**src/logic/arh_defines.svh**
```systemverilog
// Purpose: constants for the appliance end of the recognition handshake
// Assumes: byte-wide link, 250 MHz system clock
// Notes: included by the controller only, not by the package
`ifndef ARH_DEFINES_SVH
`define ARH_DEFINES_SVH
`define ARH_STX 8'h02
`define ARH_FT_BYTE 8'hFF
`define ARH_CMD_CAP_REQ 8'h00
`define ARH_CMD_CAP_RPL 8'h80
`define ARH_CMD_NOTE 8'h01
`define ARH_CMD_ACCEPT 8'h81
`define ARH_RES_OK 8'h00
`define ARH_RES_NG 8'h01
`define ARH_RES_SPEED 8'h02
`define ARH_RES_PEER 8'h11
`define ARH_RES_OBJ 8'h12
`define ARH_TYPE_MASK 8'h03
`define ARH_PEER_BIT 0
`define ARH_SPEED_MAX 8'h06
`define ARH_PROPS_MASK 8'hF8
`define ARH_SEQ_POLL 2'h1
`define ARH_SEQ_BIDIR 2'h3
`define ARH_DL_MAX 16'h0010
`define ARH_DL_OBJ 8'h02
`define ARH_DL_PEER 8'h0A
`define ARH_DL_NOTE 16'h0001
`define ARH_LEN_OBJ 5'h0A
`define ARH_LEN_PEER 5'h12
`define ARH_LEN_ACC 5'h08
`define ARH_FRAME_MAX 18
`define ARH_ANSWER_LIMIT_MS 300
`define ARH_CLK_MHZ 250
`define ARH_ANSWER_LIMIT_CYC (`ARH_ANSWER_LIMIT_MS * 1000 * `ARH_CLK_MHZ)
`endif

```
**src/logic/arh_pkg.sv**
```systemverilog
// Purpose: types for the appliance end of the recognition handshake
// Assumes: arh_defines.svh holds the numbers
// Notes: one-hot state codes
package arh_pkg;
  typedef enum logic [2:0] {
    ARH_UNRECOGNIZED = 3'h1,
    ARH_WAIT_NOTE = 3'h2,
    ARH_UNCONFIRMED = 3'h4
  } arh_state_e;
  typedef enum logic [3:0] {
    ARH_RX_HUNT = 4'h1,
    ARH_RX_HDR = 4'h2,
    ARH_RX_DATA = 4'h4,
    ARH_RX_CHK = 4'h8
  } arh_rx_e;
endpackage : arh_pkg

```
**src/logic/arh_appliance.sv**
```systemverilog
// Purpose: appliance-side recognition service: answers capability requests
// Assumes: bytes arrive already deframed by a uart on clk_sys
// Notes: replies start at once; answer_late flags a reply still being sent at the answer limit
`timescale 1ns/100ps
`include "arh_defines.svh"
module arh_appliance #(
  parameter int ANSWER_LIMIT_CYC = `ARH_ANSWER_LIMIT_CYC
) (
  // clock and reset
  input wire logic clk_sys,
  input wire logic nrst,
  // received bytes from the adapter
  input wire logic [7:0] rx_byte,
  input wire logic rx_valid,
  // bytes sent to the adapter
  output logic [7:0] tx_byte,
  output logic tx_valid,
  input wire logic tx_ready,
  // capability settings of this appliance
  input wire logic [7:0] cfg_type,
  input wire logic [7:0] cfg_speed,
  input wire logic [7:0] cfg_props,
  input wire logic [23:0] cfg_maker,
  input wire logic [7:0] cfg_class_group,
  input wire logic [7:0] cfg_class_id,
  input wire logic [15:0] cfg_model,
  input wire logic cfg_numbering,
  // status
  output arh_pkg::arh_state_e state,
  output logic [7:0] note_result,
  output logic note_seen,
  output logic frame_drop,
  output logic answer_late,
  output logic cfg_bad
);
  import arh_pkg::*;

  arh_state_e state_q;
  arh_rx_e rx_q;
  logic [2:0] hcnt_q;
  logic [4:0] dcnt_q;
  logic [7:0] sum_q;
  logic ft_ok_q;
  logic [7:0] cmd_q;
  logic [7:0] fn_q;
  logic [15:0] dl_q;
  logic [7:0] pay0_q;
  logic frame_q;
  logic drop_q;
  logic [7:0] fr_q [`ARH_FRAME_MAX];
  logic [4:0] len_q;
  logic [4:0] idx_q;
  logic busy_q;
  logic [7:0] tx_byte_q;
  logic [26:0] timer_q;
  logic late_q;
  logic [7:0] note_q;
  logic seen_q;
  logic bad_q;

  // decoded actions on a good frame
  logic is_req;
  logic is_note;
  logic note_ok;
  logic load;
  logic acc_kind;
  assign is_req = frame_q && cmd_q == `ARH_CMD_CAP_REQ && dl_q == 16'h0000;
  assign is_note = frame_q && cmd_q == `ARH_CMD_NOTE && dl_q == `ARH_DL_NOTE;
  assign note_ok = pay0_q == `ARH_RES_OK || pay0_q == `ARH_RES_SPEED ||
                   pay0_q == `ARH_RES_PEER || pay0_q == `ARH_RES_OBJ;
  // busy transmitter refuses new work; adapter must not overlap frames
  assign load = !busy_q && (is_req || (is_note && state_q == ARH_WAIT_NOTE && note_ok));
  assign acc_kind = is_note;

  // receive parser
  always_ff @(posedge clk_sys or negedge nrst) begin
    if (!nrst) begin
      rx_q <= ARH_RX_HUNT;
      hcnt_q <= 3'h0;
      dcnt_q <= 5'h00;
      sum_q <= 8'h00;
      ft_ok_q <= 1'b0;
      cmd_q <= 8'h00;
      fn_q <= 8'h00;
      dl_q <= 16'h0000;
      pay0_q <= 8'h00;
      frame_q <= 1'b0;
      drop_q <= 1'b0;
    end else begin
      frame_q <= 1'b0;
      drop_q <= 1'b0;
      if (rx_valid) begin
        unique case (rx_q)
          ARH_RX_HUNT: begin
            if (rx_byte == `ARH_STX) begin
              rx_q <= ARH_RX_HDR;
              hcnt_q <= 3'h0;
              sum_q <= 8'h00;
              ft_ok_q <= 1'b1;
            end
          end
          ARH_RX_HDR: begin
            sum_q <= sum_q + rx_byte;
            hcnt_q <= hcnt_q + 3'h1;
            unique case (hcnt_q)
              3'h0, 3'h1: ft_ok_q <= ft_ok_q && rx_byte == `ARH_FT_BYTE;
              3'h2: cmd_q <= rx_byte;
              3'h3: fn_q <= rx_byte;
              3'h4: dl_q[15:8] <= rx_byte;
              default: begin
                dl_q[7:0] <= rx_byte;
                dcnt_q <= 5'h00;
                if ({dl_q[15:8], rx_byte} == 16'h0000) begin
                  rx_q <= ARH_RX_CHK;
                end else if ({dl_q[15:8], rx_byte} > `ARH_DL_MAX) begin
                  rx_q <= ARH_RX_HUNT;
                  drop_q <= 1'b1;
                end else begin
                  rx_q <= ARH_RX_DATA;
                end
              end
            endcase
          end
          ARH_RX_DATA: begin
            sum_q <= sum_q + rx_byte;
            if (dcnt_q == 5'h00) begin
              pay0_q <= rx_byte;
            end
            dcnt_q <= dcnt_q + 5'h01;
            if (dcnt_q + 5'h01 == dl_q[4:0]) begin
              rx_q <= ARH_RX_CHK;
            end
          end
          ARH_RX_CHK: begin
            rx_q <= ARH_RX_HUNT;
            // check byte plus sum of header and payload bytes after STX wraps to zero
            if (ft_ok_q && 8'(sum_q + rx_byte) == 8'h00) begin
              frame_q <= 1'b1;
            end else begin
              drop_q <= 1'b1;
            end
          end
        endcase
      end
    end
  end

  // answer frame image
  logic [7:0] fr_d [`ARH_FRAME_MAX];
  logic [4:0] len_d;
  logic [7:0] fn_echo;
  logic [7:0] speed_ok;
  logic props_bad;
  logic peer;
  always_comb begin
    logic [7:0] s;
    s = 8'h00;
    fn_echo = cfg_numbering ? fn_q : 8'h00;
    // reserved speed code never goes on the wire
    speed_ok = cfg_speed > `ARH_SPEED_MAX ? 8'h00 : cfg_speed;
    props_bad = cfg_props[7:6] != `ARH_SEQ_POLL && cfg_props[7:6] != `ARH_SEQ_BIDIR;
    peer = cfg_type[`ARH_PEER_BIT];
    for (int i = 0; i < `ARH_FRAME_MAX; i++) begin
      fr_d[i] = 8'h00;
    end
    fr_d[0] = `ARH_STX;
    fr_d[1] = `ARH_FT_BYTE;
    fr_d[2] = `ARH_FT_BYTE;
    fr_d[4] = fn_echo;
    if (acc_kind) begin
      fr_d[3] = `ARH_CMD_ACCEPT;
      len_d = `ARH_LEN_ACC;
    end else begin
      fr_d[3] = `ARH_CMD_CAP_RPL;
      fr_d[6] = peer ? `ARH_DL_PEER : `ARH_DL_OBJ;
      fr_d[7] = cfg_type & `ARH_TYPE_MASK;
      fr_d[8] = speed_ok;
      if (peer) begin
        fr_d[9] = cfg_props & `ARH_PROPS_MASK;
        fr_d[10] = cfg_maker[23:16];
        fr_d[11] = cfg_maker[15:8];
        fr_d[12] = cfg_maker[7:0];
        fr_d[13] = cfg_class_group;
        fr_d[14] = cfg_class_id;
        fr_d[15] = cfg_model[15:8];
        fr_d[16] = cfg_model[7:0];
      end
      len_d = peer ? `ARH_LEN_PEER : `ARH_LEN_OBJ;
    end
    for (int i = 1; i < `ARH_FRAME_MAX; i++) begin
      if (5'(i) < len_d - 5'h01) begin
        s = s + fr_d[i];
      end
    end
    fr_d[len_d - 5'h01] = 8'h00 - s;
  end

  // transmitter: one byte per accepted handshake
  always_ff @(posedge clk_sys or negedge nrst) begin
    if (!nrst) begin
      for (int i = 0; i < `ARH_FRAME_MAX; i++) begin
        fr_q[i] <= 8'h00;
      end
      len_q <= 5'h00;
      idx_q <= 5'h00;
      busy_q <= 1'b0;
      tx_byte_q <= 8'h00;
    end else if (load) begin
      fr_q <= fr_d;
      len_q <= len_d;
      idx_q <= 5'h00;
      busy_q <= 1'b1;
      tx_byte_q <= fr_d[0];
    end else if (busy_q && tx_ready) begin
      idx_q <= idx_q + 5'h01;
      // no read past the image once the last byte is gone
      if (idx_q + 5'h01 == len_q) begin
        busy_q <= 1'b0;
        tx_byte_q <= 8'h00;
      end else begin
        tx_byte_q <= fr_q[idx_q + 5'h01];
      end
    end
  end

  // handshake state
  always_ff @(posedge clk_sys or negedge nrst) begin
    if (!nrst) begin
      state_q <= ARH_UNRECOGNIZED;
      note_q <= 8'h00;
      seen_q <= 1'b0;
    end else begin
      seen_q <= 1'b0;
      if (is_req && !busy_q) begin
        state_q <= ARH_WAIT_NOTE;
      end else if (is_note && state_q == ARH_WAIT_NOTE && !busy_q) begin
        note_q <= pay0_q;
        seen_q <= 1'b1;
        if (note_ok) begin
          state_q <= ARH_UNCONFIRMED;
        end else if (pay0_q == `ARH_RES_NG) begin
          state_q <= ARH_UNRECOGNIZED;
        end
      end
      // other codes leave the state untouched
    end
  end

  // watchdog on our own answer time
  always_ff @(posedge clk_sys or negedge nrst) begin
    if (!nrst) begin
      timer_q <= 27'h0000000;
      late_q <= 1'b0;
    end else begin
      late_q <= 1'b0;
      if (load) begin
        timer_q <= 27'h0000001;
      end else if (busy_q && timer_q != 27'h0000000) begin
        timer_q <= timer_q + 27'h0000001;
        if (timer_q == 27'(ANSWER_LIMIT_CYC)) begin
          late_q <= 1'b1;
          timer_q <= 27'h0000000;
        end
      end else if (!busy_q) begin
        timer_q <= 27'h0000000;
      end
    end
  end

  always_ff @(posedge clk_sys or negedge nrst) begin
    if (!nrst) begin
      bad_q <= 1'b0;
    end else begin
      bad_q <= cfg_speed > `ARH_SPEED_MAX || (peer && props_bad);
    end
  end

  assign tx_byte = tx_byte_q;
  assign tx_valid = busy_q;
  assign state = state_q;
  assign note_result = note_q;
  assign note_seen = seen_q;
  assign frame_drop = drop_q;
  assign answer_late = late_q;
  assign cfg_bad = bad_q;
endmodule : arh_appliance

```
**config.mk**
```make
export PLATFORM = sky130hd
export DESIGN_NAME = arh_appliance
export DESIGN_NICKNAME = d
export VERILOG_FILES = /design/src/logic/arh_pkg.sv /design/src/logic/arh_appliance.sv
export VERILOG_INCLUDE_DIRS = /design/src /design/src/logic
export SDC_FILE = /design/constraint.sdc
export NUM_CORES = 1
export LEC_CHECK = 0
export ABC_AREA = 1
export ABC_CLOCK_PERIOD_IN_PS = 12000
export BUFFER_PORTS_ARGS = -buffer_cell sky130_fd_sc_hd__buf_2
export CELL_PAD_IN_SITES_DETAIL_PLACEMENT = 0
export CELL_PAD_IN_SITES_GLOBAL_PLACEMENT = 1
export CORE_UTILIZATION = 46
export DETAILED_ROUTE_END_ITERATION = 12
export GPL_TIMING_DRIVEN = 0
export PLACE_DENSITY = 0.94
export SLEW_MARGIN = 20
export SYNTH_ARGS = -nofsm -noshare
export SYNTH_HDL_FRONTEND = slang
export SYNTH_SLANG_ARGS = --single-unit
```
**constraint.sdc**
```tcl
create_clock -name clk_sys -period 12 [get_ports clk_sys]
set_input_delay 1.8 -clock clk_sys [delete_from_list [all_inputs] [get_ports clk_sys]]
set_output_delay 1.8 -clock clk_sys [all_outputs]
set_load 0.01 [all_outputs]
```
# After elaboration in Yosys (flattened, before gate mapping)
# Index checks and enable logic that the tools add are counted.
# W data, S select, Z words.
# op_classes
n_addsub	21
magnitude_cmp	20
n_eq_ne	27
mux	74
n_bitwise	4
n_reduce_logical	53
# ops
operator	n
$mux W8	24
$bwmux W144	1
$add A8 B8 Y8	14
$mux W27	4
$mux W84	1
$mux W64	1
$bmux W8 S5	1
$demux W8 S5	1
$lt A4 B5 Y1 const A	8
$logic_not A16 Y1	2
$add A27 B1 Y27 const B	1
$eq A27 B27 Y1 const B	1
$reduce_bool A27 Y1	1
$mux W5	5
$logic_not A8 Y1	3
$reduce_and A3 Y1	8
$mux W4	5
$mux W1	19
$mux W3	6
$eq A16 B1 Y1 const B	1
$eq A8 B1 Y1 const B	2
$eq A8 B2 Y1 const B	2
$eq A8 B5 Y1 const B	2
$gt A16 B5 Y1 const B	1
42 further kinds	85
# word_totals
reg_bits	267
in_bits	93
output_inout_bits	24
elab_cells	239

# Longest topological paths before layout
# Gate-level depths: netlist of the first run.
# logic_depth
word_depth	38
depth_mapped	73
depth_no_buf	71

# Worst setup path after synthesis of the first run
# No wires, ideal clock.
# synth_path
path_type	input-to-reg
startpoint	input port cfg_numbering
endpoint	register fr_q[71] (netlist bit)
setup_time_ns	0.073
t_arrival_ns	11.058
required_time_ns	11.927
path_slack_ns	0.869
stages	64
path_buffers	1
path_cell_list	clkbuf_1 > nand2_1 > inv_1 > ha_1 > inv_1 > fa_1 > inv_1 > ha_1 > inv_1 > fa_1 > nor2_1 > xor2_1 > ha_1 > a21oi_1 > nand2_1 > xor2_1 > o21ai_2 > inv_1 > [... 28 more ...] > a21oi_1 > ha_1 > nand2_1 > inv_1 > nand4_1 > o211ai_1 > xor2_1 > nor2_1 > inv_1 > nand3_1 > nand2_1 > inv_1 > nand3_1 > nand2_1 > nand2_1 > nand2_2 > nand2_2 > a21oi_2
# synth_between
elab_chain_cells	27
# synth_lines
item	line	rtl
start, declared	arh_appliance.sv:27	input wire logic cfg_numbering,
$mux W8 (*)	arh_appliance.sv:158	fn_echo = cfg_numbering ? fn_q : 8'h00;
named net fn_echo[0]	arh_appliance.sv:151	logic [7:0] fn_echo;
$add A8 B8 Y8 (*)	arh_appliance.sv:192	s = s + fr_d[i];
$mux W8 (*)	arh_appliance.sv:191	if (5'(i) < len_d - 5'h01) begin
$add A8 B8 Y8	arh_appliance.sv:192	
$mux W8 (*)	arh_appliance.sv:191	
$add A8 B8 Y8	arh_appliance.sv:192	
$mux W8 (*)	arh_appliance.sv:191	
[... 12 more ...]	n/a	
$add A8 B8 Y8	arh_appliance.sv:192	
$mux W8 (*)	arh_appliance.sv:191	
$add A8 B8 Y8	arh_appliance.sv:192	
$mux W8 (*)	arh_appliance.sv:191	
$add A8 B8 Y8	arh_appliance.sv:192	
$mux W8 (*)	arh_appliance.sv:191	
$sub A1 B8 Y8 (*)	arh_appliance.sv:195	fr_d[len_d - 5'h01] = 8'h00 - s;
$bwmux W144 (*)	arh_appliance.sv:195	
end signal, assigned	arh_appliance.sv:209	fr_q <= fr_d;
end, declared	arh_appliance.sv:50	logic [7:0] fr_q [`ARH_FRAME_MAX];
# The timed path passes the listed nets; every way through them passes the cells marked *.
# A chain may end at the register's enable or synchronous reset.

# Worst setup path in the final report of the first run
# layout_path
startpoint	register frame_q
endpoint	register fr_q[71] (netlist bit)
# layout_between
elab_chain_cells	36
elab_cells_between_ends	64
classes_between	add/sub: 16; order compare: 17; mux: 21; bitwise: 1; reduce/logical: 9
# layout_lines
item	line	rtl
start, declared	arh_appliance.sv:48	logic frame_q;
start signal, assigned	arh_appliance.sv:87	frame_q <= 1'b0;
start signal, assigned	arh_appliance.sv:90	frame_q <= 1'b0;
start signal, assigned	arh_appliance.sv:138	frame_q <= 1'b1;
$logic_and A1 B1 Y1 (no line) (2 in series)	n/a	
$mux W5	arh_appliance.sv:170	if (acc_kind) begin
$sub A5 B1 Y5	arh_appliance.sv:191, arh_appliance.sv:195	
$lt A1 B5 Y1	arh_appliance.sv:191	
$mux W8	arh_appliance.sv:191	
$add A8 B8 Y8	arh_appliance.sv:192	
$mux W8	arh_appliance.sv:191	
$add A8 B8 Y8	arh_appliance.sv:192	
[... 19 more ...]	n/a	
$add A8 B8 Y8	arh_appliance.sv:192	
$mux W8	arh_appliance.sv:191	
$add A8 B8 Y8	arh_appliance.sv:192	
$mux W8	arh_appliance.sv:191	
$add A8 B8 Y8	arh_appliance.sv:192	
$mux W8	arh_appliance.sv:191	
$sub A1 B8 Y8	arh_appliance.sv:195	
$bwmux W144	arh_appliance.sv:195	
# Several ways; a longest one is shown, not always the timed one.

==> reports/results.ini, run 1 <==
[grt]
grt_max_degree = 104
grt_pass1_wl_mm = 75.51
grt_remaining_overflow = 0
grt_pass1_vias = 13960
grt_use_total = 0.2709
antenna_found_initial = 2

[yosys]
synthAdderAreaFrac = 0.08746
ys_seq_elements = 242
synth_xor_area_frac = 0.04420
synth_compound_area_frac = 0.1598
synth_top_family_by_area = simple AND/OR/NAND/NOR gates
ys_seq_area_frac = 0.3774
yosys.area_share.simple = 0.2276
synthCells = 2113
synth.avg_cell_area_sq_um = 7.597
synth_warnings = 0
synth_cell_types = 68
synth-edff-count = 0
synth.cell_area_sq_mm = 0.01605
synth.mux.area_fraction = 0.004521
ys_async_sr_fraction = 1.000
ys.flop_type = dfrtp_1

[cts]
cts.path.max_buffers = 3
htreeDepth = 1
clkTransAtPathRegs_ns = 0.06
numCtsBuffers = 28
clk_latency_ns = 0.58
clock_sinks = 242
cts_tree = done
cts_root_buffer = clkbuf_16

[layout]
layout-area-overhead-vs-synth_pct = 15.57
fillers = 3304
nNetsFinal = 2479
regArea_sq_mm = 0.006058
multi_input_area_sq_mm = 0.008564
final_layout_size_suffix_gt1_frac = 0.1281
final_util = 0.5384
final_cells = 2759

[placed_design]
place_congestion = 1.015
numPortBuffers = 106
post-place-cells = 2686
hpwlAfterDp_mm = 37.59

[critical_path]
slowest_stage = or4_4
required_ns = 12.47
endpoint_kind = flop
ff2ff_setup_slack_ns = 0.58
arrival_ns = 11.90
critPathMaxFanout = 4
crit_path_start_kind = flop
max_stage_delay_ns = 0.55
path_common_cell = xor2_1
crit_type = reg2reg

[detailed_routing]
first_pass_iters = 5
wl_per_cell_um = 17.54
finalWirelength_mm = 48.40
drc = 0
ant_nets = 0
drt_iter0_markers = 1344
vias = 14920
viasPerCell = 5.408

[sta]
worstMarginPinSlew_ns = 0.7875
fmax_ghz = 0.08755
period_minus_slack_ns = 11.42
slew_viol_final = 0
hold_viol_final = 0
skew_ns = 0.03663
slew_headroom = 0.4709
period_share = 0.9519
setup_viol = 0

[power]
power-per-cell-area_mw_per_mm2 = 245.2
ir_drop_mv = 0.1356
combPwrFrac = 0.578
switching_share = 0.4610
pwr-share-seq = 0.215
p_switching_w = 0.002097
power.leakage_nw = 9.444
pwr-share-clk = 0.206
power.internal_w = 0.002452

[job]
maxCapViolations = 0

[floorplan]
die_w_um = 188.8
die_h_um = 188.8
ioPinCount = 117
coreArea_sq_mm = 0.03446
start_util = 0.4658
dieArea_sq_mm = 0.03565
core.rowCount = 68

[outcome]
status = complete, no violations

[min_path]
hp-class = reg2reg

## critical path: cells and delay by family, from the launching register on
family	cells	cell delay, ns
and+or+nand+nor	16	2.29
xor gates and xnor gates	9	1.45
buffers and inverters	11	0.68
AOI/OAI and AO/OA	14	1.89
adders and majority gates	14	4.63
DFF	1	0.39
## cells in the final DEF (no fill, tap or decap), types with 7 or more instances in the layout
cell | netlist | final
a21oi_1 | 152 | 147
a31oi_1 | 11 | 11
buf_2 | 8 | 113
buf_4 | 5 | 25
buf_6 | 7 | 7
clkbuf_1 | 49 | 53
clkbuf_16 | 0 | 28
conb_1 | 2 | 12
dfrtp_1 | 240 | 240
fa_1 | 12 | 11
ha_1 | 93 | 89
inv_1 | 311 | 305
inv_2 | 10 | 15
nand2_1 | 380 | 379
nand2_2 | 14 | 15
nand3_1 | 93 | 91
nand4_1 | 31 | 31
nor2_1 | 219 | 217
nor3_1 | 29 | 28
nor4_1 | 17 | 16
o211ai_1 | 8 | 8
o21ai_0 | 186 | 182
o21ai_1 | 23 | 26
o22ai_1 | 20 | 20
o22ai_2 | 9 | 9
or2_2 | 8 | 8
xnor2_1 | 27 | 27
xor2_1 | 54 | 53
## through the flow
step                setup TNS (ns)  total power (W)  setup WS, ns  hold WS (ns)  instance area (sq um)
finish                           0         0.004549        0.5773        0.4502                  18550
global route              -0.07309         0.004900      -0.07309        0.4627                  18550
CTS                              0         0.004408       0.08539        0.4543                  18280
detailed placement         -0.6498         0.003459       -0.2300        0.4384                  17250
global placement           -0.4830         0.003411       -0.1649        0.4337                  17190
floorplan                        0         0.002832        0.8693        0.4198                  16090
## flip-flops by register name, indices dropped and copies added (netlist names), 4 cells and up
register,cells
fr_q,123
timer_q,27
dl_q,16
cmd_q,8
fn_q,8
note_result,8
pay0_q,8
sum_q,8
tx_byte,8
dcnt_q,5
idx_q,5
rx_q,4
## power by group through the flow
stage	clock network, W	logic (W)	registers (W)
5_1_grt	0.000979	0.00293	0.000992
2_1_floorplan	0	0.00185	0.000982
4_1_cts	0.000947	0.00248	0.000977
3_3_place_gp	0	0.00242	0.000987
6_report	0.000938	0.00263	0.000980
3_5_place_dp	0	0.00247	0.000992
## cell families (layout without fill, tap and decap cells)
family | Yosys count | after routing
AND/OR/NAND/NOR | 826 | 826
AO/OA/AOI/OAI | 454 | 454
buffers and inverters | 396 | 576
flip-flops | 242 | 242
adder cells (fa/ha/maj) | 105 | 105
XOR/XNOR | 81 | 81
multiplexers | 7 | 7
other | 2 | 13
## Yosys cell counts, types with 4 or more instances
cell type | count | area share
o21ai_0 | 186 | 0.058
nor2_1 | 219 | 0.051
o22ai_1 | 20 | 0.0078
buf_4 | 5 | 0.0023
a21o_1 | 4 | 0.0019
ha_1 | 93 | 0.072
o21ai_1 | 23 | 0.0072
buf_2 | 8 | 0.0025
o311ai_0 | 4 | 0.0022
nor2_2 | 4 | 0.0016
nand3_1 | 93 | 0.029
o211ai_1 | 8 | 0.0037
a21oi_1 | 152 | 0.047
fa_1 | 12 | 0.015
inv_2 | 10 | 0.0023
nor4_1 | 17 | 0.0066
nand2_2 | 14 | 0.0055
xor2_1 | 54 | 0.029
o22ai_2 | 9 | 0.0070
nand3b_1 | 6 | 0.0028
nand2_1 | 380 | 0.089
nand4_1 | 31 | 0.012
o221ai_1 | 6 | 0.0033
o21ai_2 | 5 | 0.0027
nor3b_1 | 4 | 0.0019
nor3_1 | 29 | 0.0090
buf_6 | 7 | 0.0049
or2_2 | 8 | 0.0031
inv_1 | 311 | 0.073
a31oi_1 | 11 | 0.0043
xnor2_1 | 27 | 0.015
dfrtp_1 | 240 | 0.37
nor2_4 | 4 | 0.0028
mux2i_1 | 5 | 0.0031
clkbuf_1 | 49 | 0.011
## timing repair
| action | 4_1_cts | 5_1_grt |
|---|---|---|
| hold buffers | 0 | 0 |
| buffers inserted | 0 | 20 |
| endpoints found under the setup margin | 0 | 11 |
| gates resized for setup | 0 | 36 |
## area by class of cell
cell class | count | area share
diodes | 1 | 0.0001349
plain buffers | 73 | 0.01983
clock buffers | 38 | 0.04249
clock inverters | 14 | 0.01275
inverters | 323 | 0.06569
multi-input cells | 1485 | 0.4617
flip-flops and latches | 242 | 0.3266
well taps | 455 | 0.03069
repair buffers | 128 | 0.04020
## metal layers
layer  GRT usage  share of wire  vias up
met1      0.3823           0.45     7106
li1            -              -     7258
met5           0        0.00027        -
met2      0.4229           0.45      463
met3     0.04284          0.067       91
met4     0.08964          0.030        2
## final timing paths
path | from | to | cells after the start
worst max-delay path | frame_q | fr_q[71] | 64
worst min-delay path | fr_q[131] | fr_q[131] | 2
worst max register to register | frame_q | fr_q[71] | 64
worst min register to register | fr_q[131] | fr_q[131] | 2
max in group asynchronous | nrst | fr_q[68] | 2
min in group asynchronous | nrst | sum_q[0] | 1
Note: power is estimated with default switching activity, not from simulation.
==> inputs of run 2 (changes only) <==
--- a/config.mk
+++ b/config.mk
@@ -14,7 +14,7 @@
 export CORE_UTILIZATION = 46
 export DETAILED_ROUTE_END_ITERATION = 12
 export GPL_TIMING_DRIVEN = 0
-export PLACE_DENSITY = 0.94
+export PLACE_DENSITY = 0.83
 export SLEW_MARGIN = 20
 export SYNTH_ARGS = -nofsm -noshare
 export SYNTH_HDL_FRONTEND = slang
==> reports/results.ini, run 2 (synthesis gave the netlist of run 1 again) <==
[floorplan]
die_h_um = 188.8
coreArea_sq_mm = 0.03446
start_util = 0.4658
ioPinCount = 117
die_w_um = 188.8
dieArea_sq_mm = 0.03565
core.rowCount = 68

[cts]
clkTransAtPathRegs_ns = 0.06
cts.path.max_buffers = 3
cts_root_buffer = clkbuf_16
htreeDepth = 1
cts-hold-fix-buffers = 0
clk_latency_ns = 0.57
clock_sinks = 242
cts_tree = done
numCtsBuffers = 28

[detailed_routing]
finalWirelength_mm = 50.11
drt_iter0_markers = 1075
first_pass_iters = 7
viasPerCell = 5.398
ant_nets = 0
wl_per_cell_um = 18.16
vias = 14890
drc = 0

[critical_path]
timing.rr.end = fr_q[71]
cp_num_buf_inv = 14
crit_path_start_kind = flop
r2r.worst_path.cells = 69
crit_family = adder cells
path_common_cell = inv_2
endpoint_kind = flop
ff2ff_setup_slack_ns = 0.57
max_stage_delay_ns = 0.55
crit_type = reg2reg
required_ns = 12.45
path_depth = 69
r2r_start = frame_q
critPathMaxFanout = 5
arrival_ns = 11.89
slowest_stage = or4_4

[layout]
final_layout_size_suffix_gt1_frac = 0.1289
largest_register_ffs = 123
layout-area-overhead-vs-synth_pct = 15.42
final_cells = 2759
nNetsFinal = 2482
final_common_cell = nand2_1
regMostFlops = fr_q
final_util = 0.5377
antennaDiodeCount = 0
final_cell_mix = nand2_1 (380), inv_1 (302), dfrtp_1 (240), nor2_1 (217), o21ai_0 (180)
reg_top3 = fr_q x123, timer_q x27, dl_q x16
fillers = 3386
stdcell_area_sq_mm = 0.01853

[sta]
period_minus_slack_ns = 11.43
slew_headroom = 0.2909
setup_viol = 0
holdWs_ns = 0.4509
skew_ns = 0.04762
hold_viol_final = 0
worstMarginPinSlew_ns = 1.054
period_share = 0.9528
slew_viol_final = 0
grt_setup_unrepaired = true
fmax_ghz = 0.08746

[power]
ir_drop_mv = 0.1441
fin_total_pwr_w = 0.004569
power.leakage_nw = 9.456
power-per-cell-area_mw_per_mm2 = 246.6

[min_path]
hp-class = reg2reg
hold_depth = 2
hold_end = fr_q[131]
min_from = fr_q[131]

[grt]
antenna_found_initial = 0
grt_max_degree = 95
grt_pass1_wl_mm = 77.42
grt_use_total = 0.2805
grt_pass1_vias = 13810
grt_remaining_overflow = 0

[placed_design]
dpl_cell_area_sq_mm = 0.01725
hpwlAfterDp_mm = 38.95
post-place-cells = 2686
place_congestion = 0.9407
numPortBuffers = 106

[job]
maxCapViolations = 0

[outcome]
status = complete, no violations

==> run 2: worst max-delay path by stage <==
stage | endpoint | start
floorplan | fr_q[71] | cfg_numbering
global placement | fr_q[71] | cfg_numbering
detailed placement | fr_q[87] | cfg_numbering
CTS | fr_q[71] | cfg_numbering
global route | fr_q[71] | frame_q
finish | fr_q[71] | frame_q
==> run 2: worst min-delay path, cell delays in order (launching register included) <==
cell and delay (ns):
dfrtp_1 0.32, inv_1 0.04, nand2_1 0.05
==> run 2: routing by layer <==
layer | vias up | part of all wire | GRT usage
li1 | 7249 | - | -
met4 | 0 | 0.023 | 0.07444
met1 | 7207 | 0.48 | 0.4196
met3 | 69 | 0.054 | 0.02794
met5 | - | 0 | 0
met2 | 367 | 0.44 | 0.4307
==> run 2: cell type report <==
class	count	area, sq um	share of cell area
Buffer	73	367.9	0.01986
Clock buffer	39	792.0	0.04275
Clock inverter	11	198.9	0.01074
Inverter	323	1219	0.06578
Multi-Input combinational cell	1485	8553	0.4617
Sequential cell	242	6058	0.3270
Tap cell	455	569.3	0.03073
Timing Repair Buffer	131	768.2	0.04147
==> run 2: through the flow <==
stage / setup slack [ns] / setup TNS [ns]
final: 0.5659 / 0
after global routing: -0.1695 / -0.3825
after CTS: 0.1582 / 0
after detailed placement: -0.3169 / -1.245
after global placement: -0.2766 / -1.023
after floorplan: 0.8693 / 0
==> run 2: report_power, final <==
group          internal [W]  leakage (nW)  switching [W]
combinational      0.000985          6.13        0.00168
sequential         0.000912          2.84      0.0000704
clock              0.000567         0.486       0.000354
total               0.00246          9.46        0.00210
==> run 2: repair_timing <==
action	CTS	global route
setup endpoints to repair	2	9
resized for setup	1	38
pin swaps	0	74
endpoints found under the hold margin	0	0
setup buffers	0	23
==> inputs of run 3 (changes only) <==
--- a/config.mk
+++ b/config.mk
@@ -11,6 +11,7 @@
 export BUFFER_PORTS_ARGS = -buffer_cell sky130_fd_sc_hd__buf_2
 export CELL_PAD_IN_SITES_DETAIL_PLACEMENT = 0
 export CELL_PAD_IN_SITES_GLOBAL_PLACEMENT = 1
+export CORE_MARGIN = 2
 export CORE_UTILIZATION = 46
 export DETAILED_ROUTE_END_ITERATION = 12
 export GPL_TIMING_DRIVEN = 0
==> reports/results.ini, run 3 (synthesis gave the netlist of run 1 again) <==
[layout]
final_cell_mix = nand2_1 (379), inv_1 (304), dfrtp_1 (240), nor2_1 (217), o21ai_0 (181)
final_cells = 2757
nNetsFinal = 2479
largest_register_ffs = 123
reg_top3 = fr_q x123, timer_q x27, dl_q x16
regMostFlops = fr_q
layout-area-overhead-vs-synth_pct = 15.57
final_util = 0.5384
antennaDiodeCount = 0
final_layout_size_suffix_gt1_frac = 0.1303
final_common_cell = nand2_1

[floorplan]
coreArea_sq_mm = 0.03446
die_w_um = 190.8
die_h_um = 190.8
start_util = 0.4658
ioPinCount = 117
core.rowCount = 68
dieArea_sq_mm = 0.03640

[placed_design]
hpwlAfterDp_mm = 38.96
numPortBuffers = 106
place_ws_ns = -0.4126
place_congestion = 0.9341
post-place-cells = 2686

[grt]
top_usage_layer = met2
grt_pass1_wl_mm = 77.49
grt_max_degree = 96
grt_remaining_overflow = 0
antenna_found_initial = 0
use_met2 = 0.4243
grtUsageMet1 = 0.4094
grt_use_total = 0.2748
met3_usage = 0.03349
grt_pass1_vias = 13900

[sta]
slew_viol_final = 0
period_minus_slack_ns = 11.36
period_share = 0.9463
worst_slack_ns = 0.6447
hold_viol_final = 0
skew_ns = 0.01352
setup_viol = 0
slew_headroom = 0.3681
worstMarginPinSlew_ns = 0.9400
fmax_ghz = 0.08806

[detailed_routing]
viasPerCell = 5.412
drc = 0
finalWirelength_mm = 49.88
vias = 14920
ant_nets = 0
drt_iter0_markers = 1374
first_pass_iters = 6
wl_per_cell_um = 18.09

[power]
fin_total_pwr_w = 0.004560
power.leakage_nw = 9.438
combPwrFrac = 0.588
switching_share = 0.4623
ir_drop_mv = 0.1297
power.internal_w = 0.002452
power-per-cell-area_mw_per_mm2 = 245.8
p_switching_w = 0.002108
pwr-share-seq = 0.216
pwr-share-clk = 0.197

[critical_path]
timing.rr.end = fr_q[71]
ff2ff_setup_slack_ns = 0.64
r2r.worst_path.cells = 64
max_stage_delay_ns = 0.55
path_common_cell = xor2_1
required_ns = 12.48
crit_path_start_kind = flop
crit_type = reg2reg
r2r_start = frame_q
slowest_stage = or4_4
critPathMaxFanout = 4
arrival_ns = 11.84
endpoint_kind = flop

[min_path]
hold_depth = 2
hp-class = reg2reg
hold_end = fr_q[131]
min_from = fr_q[131]

[job]
maxCapViolations = 0

[cts]
clkTransAtPathRegs_ns = 0.06
clk_latency_ns = 0.56
clock_sinks = 242
cts_tree = done
cts-hold-fix-buffers = 0
cts_root_buffer = clkbuf_16
numCtsBuffers = 28
htreeDepth = 1
cts.path.max_buffers = 3

[outcome]
status = complete, no violations

[run 3: worst max-delay path by stage]
stage,to,from,slack [ns]
2_1_floorplan,fr_q[71],cfg_numbering,0.87
3_3_place_gp,fr_q[71],cfg_numbering,-0.32
3_5_place_dp,fr_q[7],cfg_numbering,-0.41
4_1_cts,fr_q[71],cfg_numbering,0.12
5_1_grt,fr_q[71],frame_q,-0.08
6_report,fr_q[71],frame_q,0.64
[run 3: worst max-delay path: cells and delay by family, from the launching register on]
kind | cells | cell delay (ns)
buf+inv | 11 | 0.59
fa+ha+maj | 14 | 4.53
compound gates | 14 | 1.85
xor+xnor | 9 | 1.52
simple gates | 16 | 2.35
flops | 1 | 0.40
[run 3: power groups by stage]
stage                     Combinational, W  Sequential, W  Clock (W)
after detailed placement           0.00248       0.000994          0
after floorplan                    0.00185       0.000982          0
after global placement             0.00246       0.000991          0
final                              0.00268       0.000983   0.000898
after global routing               0.00297       0.000994   0.000942
after CTS                          0.00250       0.000980   0.000908
[run 3: layer usage]
layer | vias up | wire length (um)
met1 | 7152 | 23830
met4 | 0 | 1068
li1 | 7254 | -
met3 | 75 | 2968
met5 | - | 0
met2 | 441 | 22010
[run 3: what timing repair did]
action,CTS,global route
pin swaps,0,43
setup endpoints to repair,3,12
resized for setup,1,42
setup buffers,0,20
[run 3: final cells by class]
| cell class | count | area, sq um |
|---|---|---|
| Timing Repair Buffer | 128 | 745.7 |
| Clock buffer | 41 | 840.8 |
| Inverter | 323 | 1219 |
| Buffer | 73 | 367.9 |
| Tap cell | 455 | 569.3 |
| Multi-Input combinational cell | 1485 | 8620 |
| Fill cell | 3365 | 15910 |
| Clock inverter | 10 | 131.4 |
| Sequential cell | 242 | 6058 |
[run 3: per-stage QoR]
step | hold WS (ns) | setup TNS, ns | instance area (sq um)
2_1_floorplan | 0.4198 | 0 | 16090
3_3_place_gp | 0.4346 | -1.155 | 17190
3_5_place_dp | 0.4357 | -1.543 | 17260
4_1_cts | 0.4575 | 0 | 18240
5_1_grt | 0.4816 | -0.1988 | 18550
6_report | 0.4547 | 0 | 18550
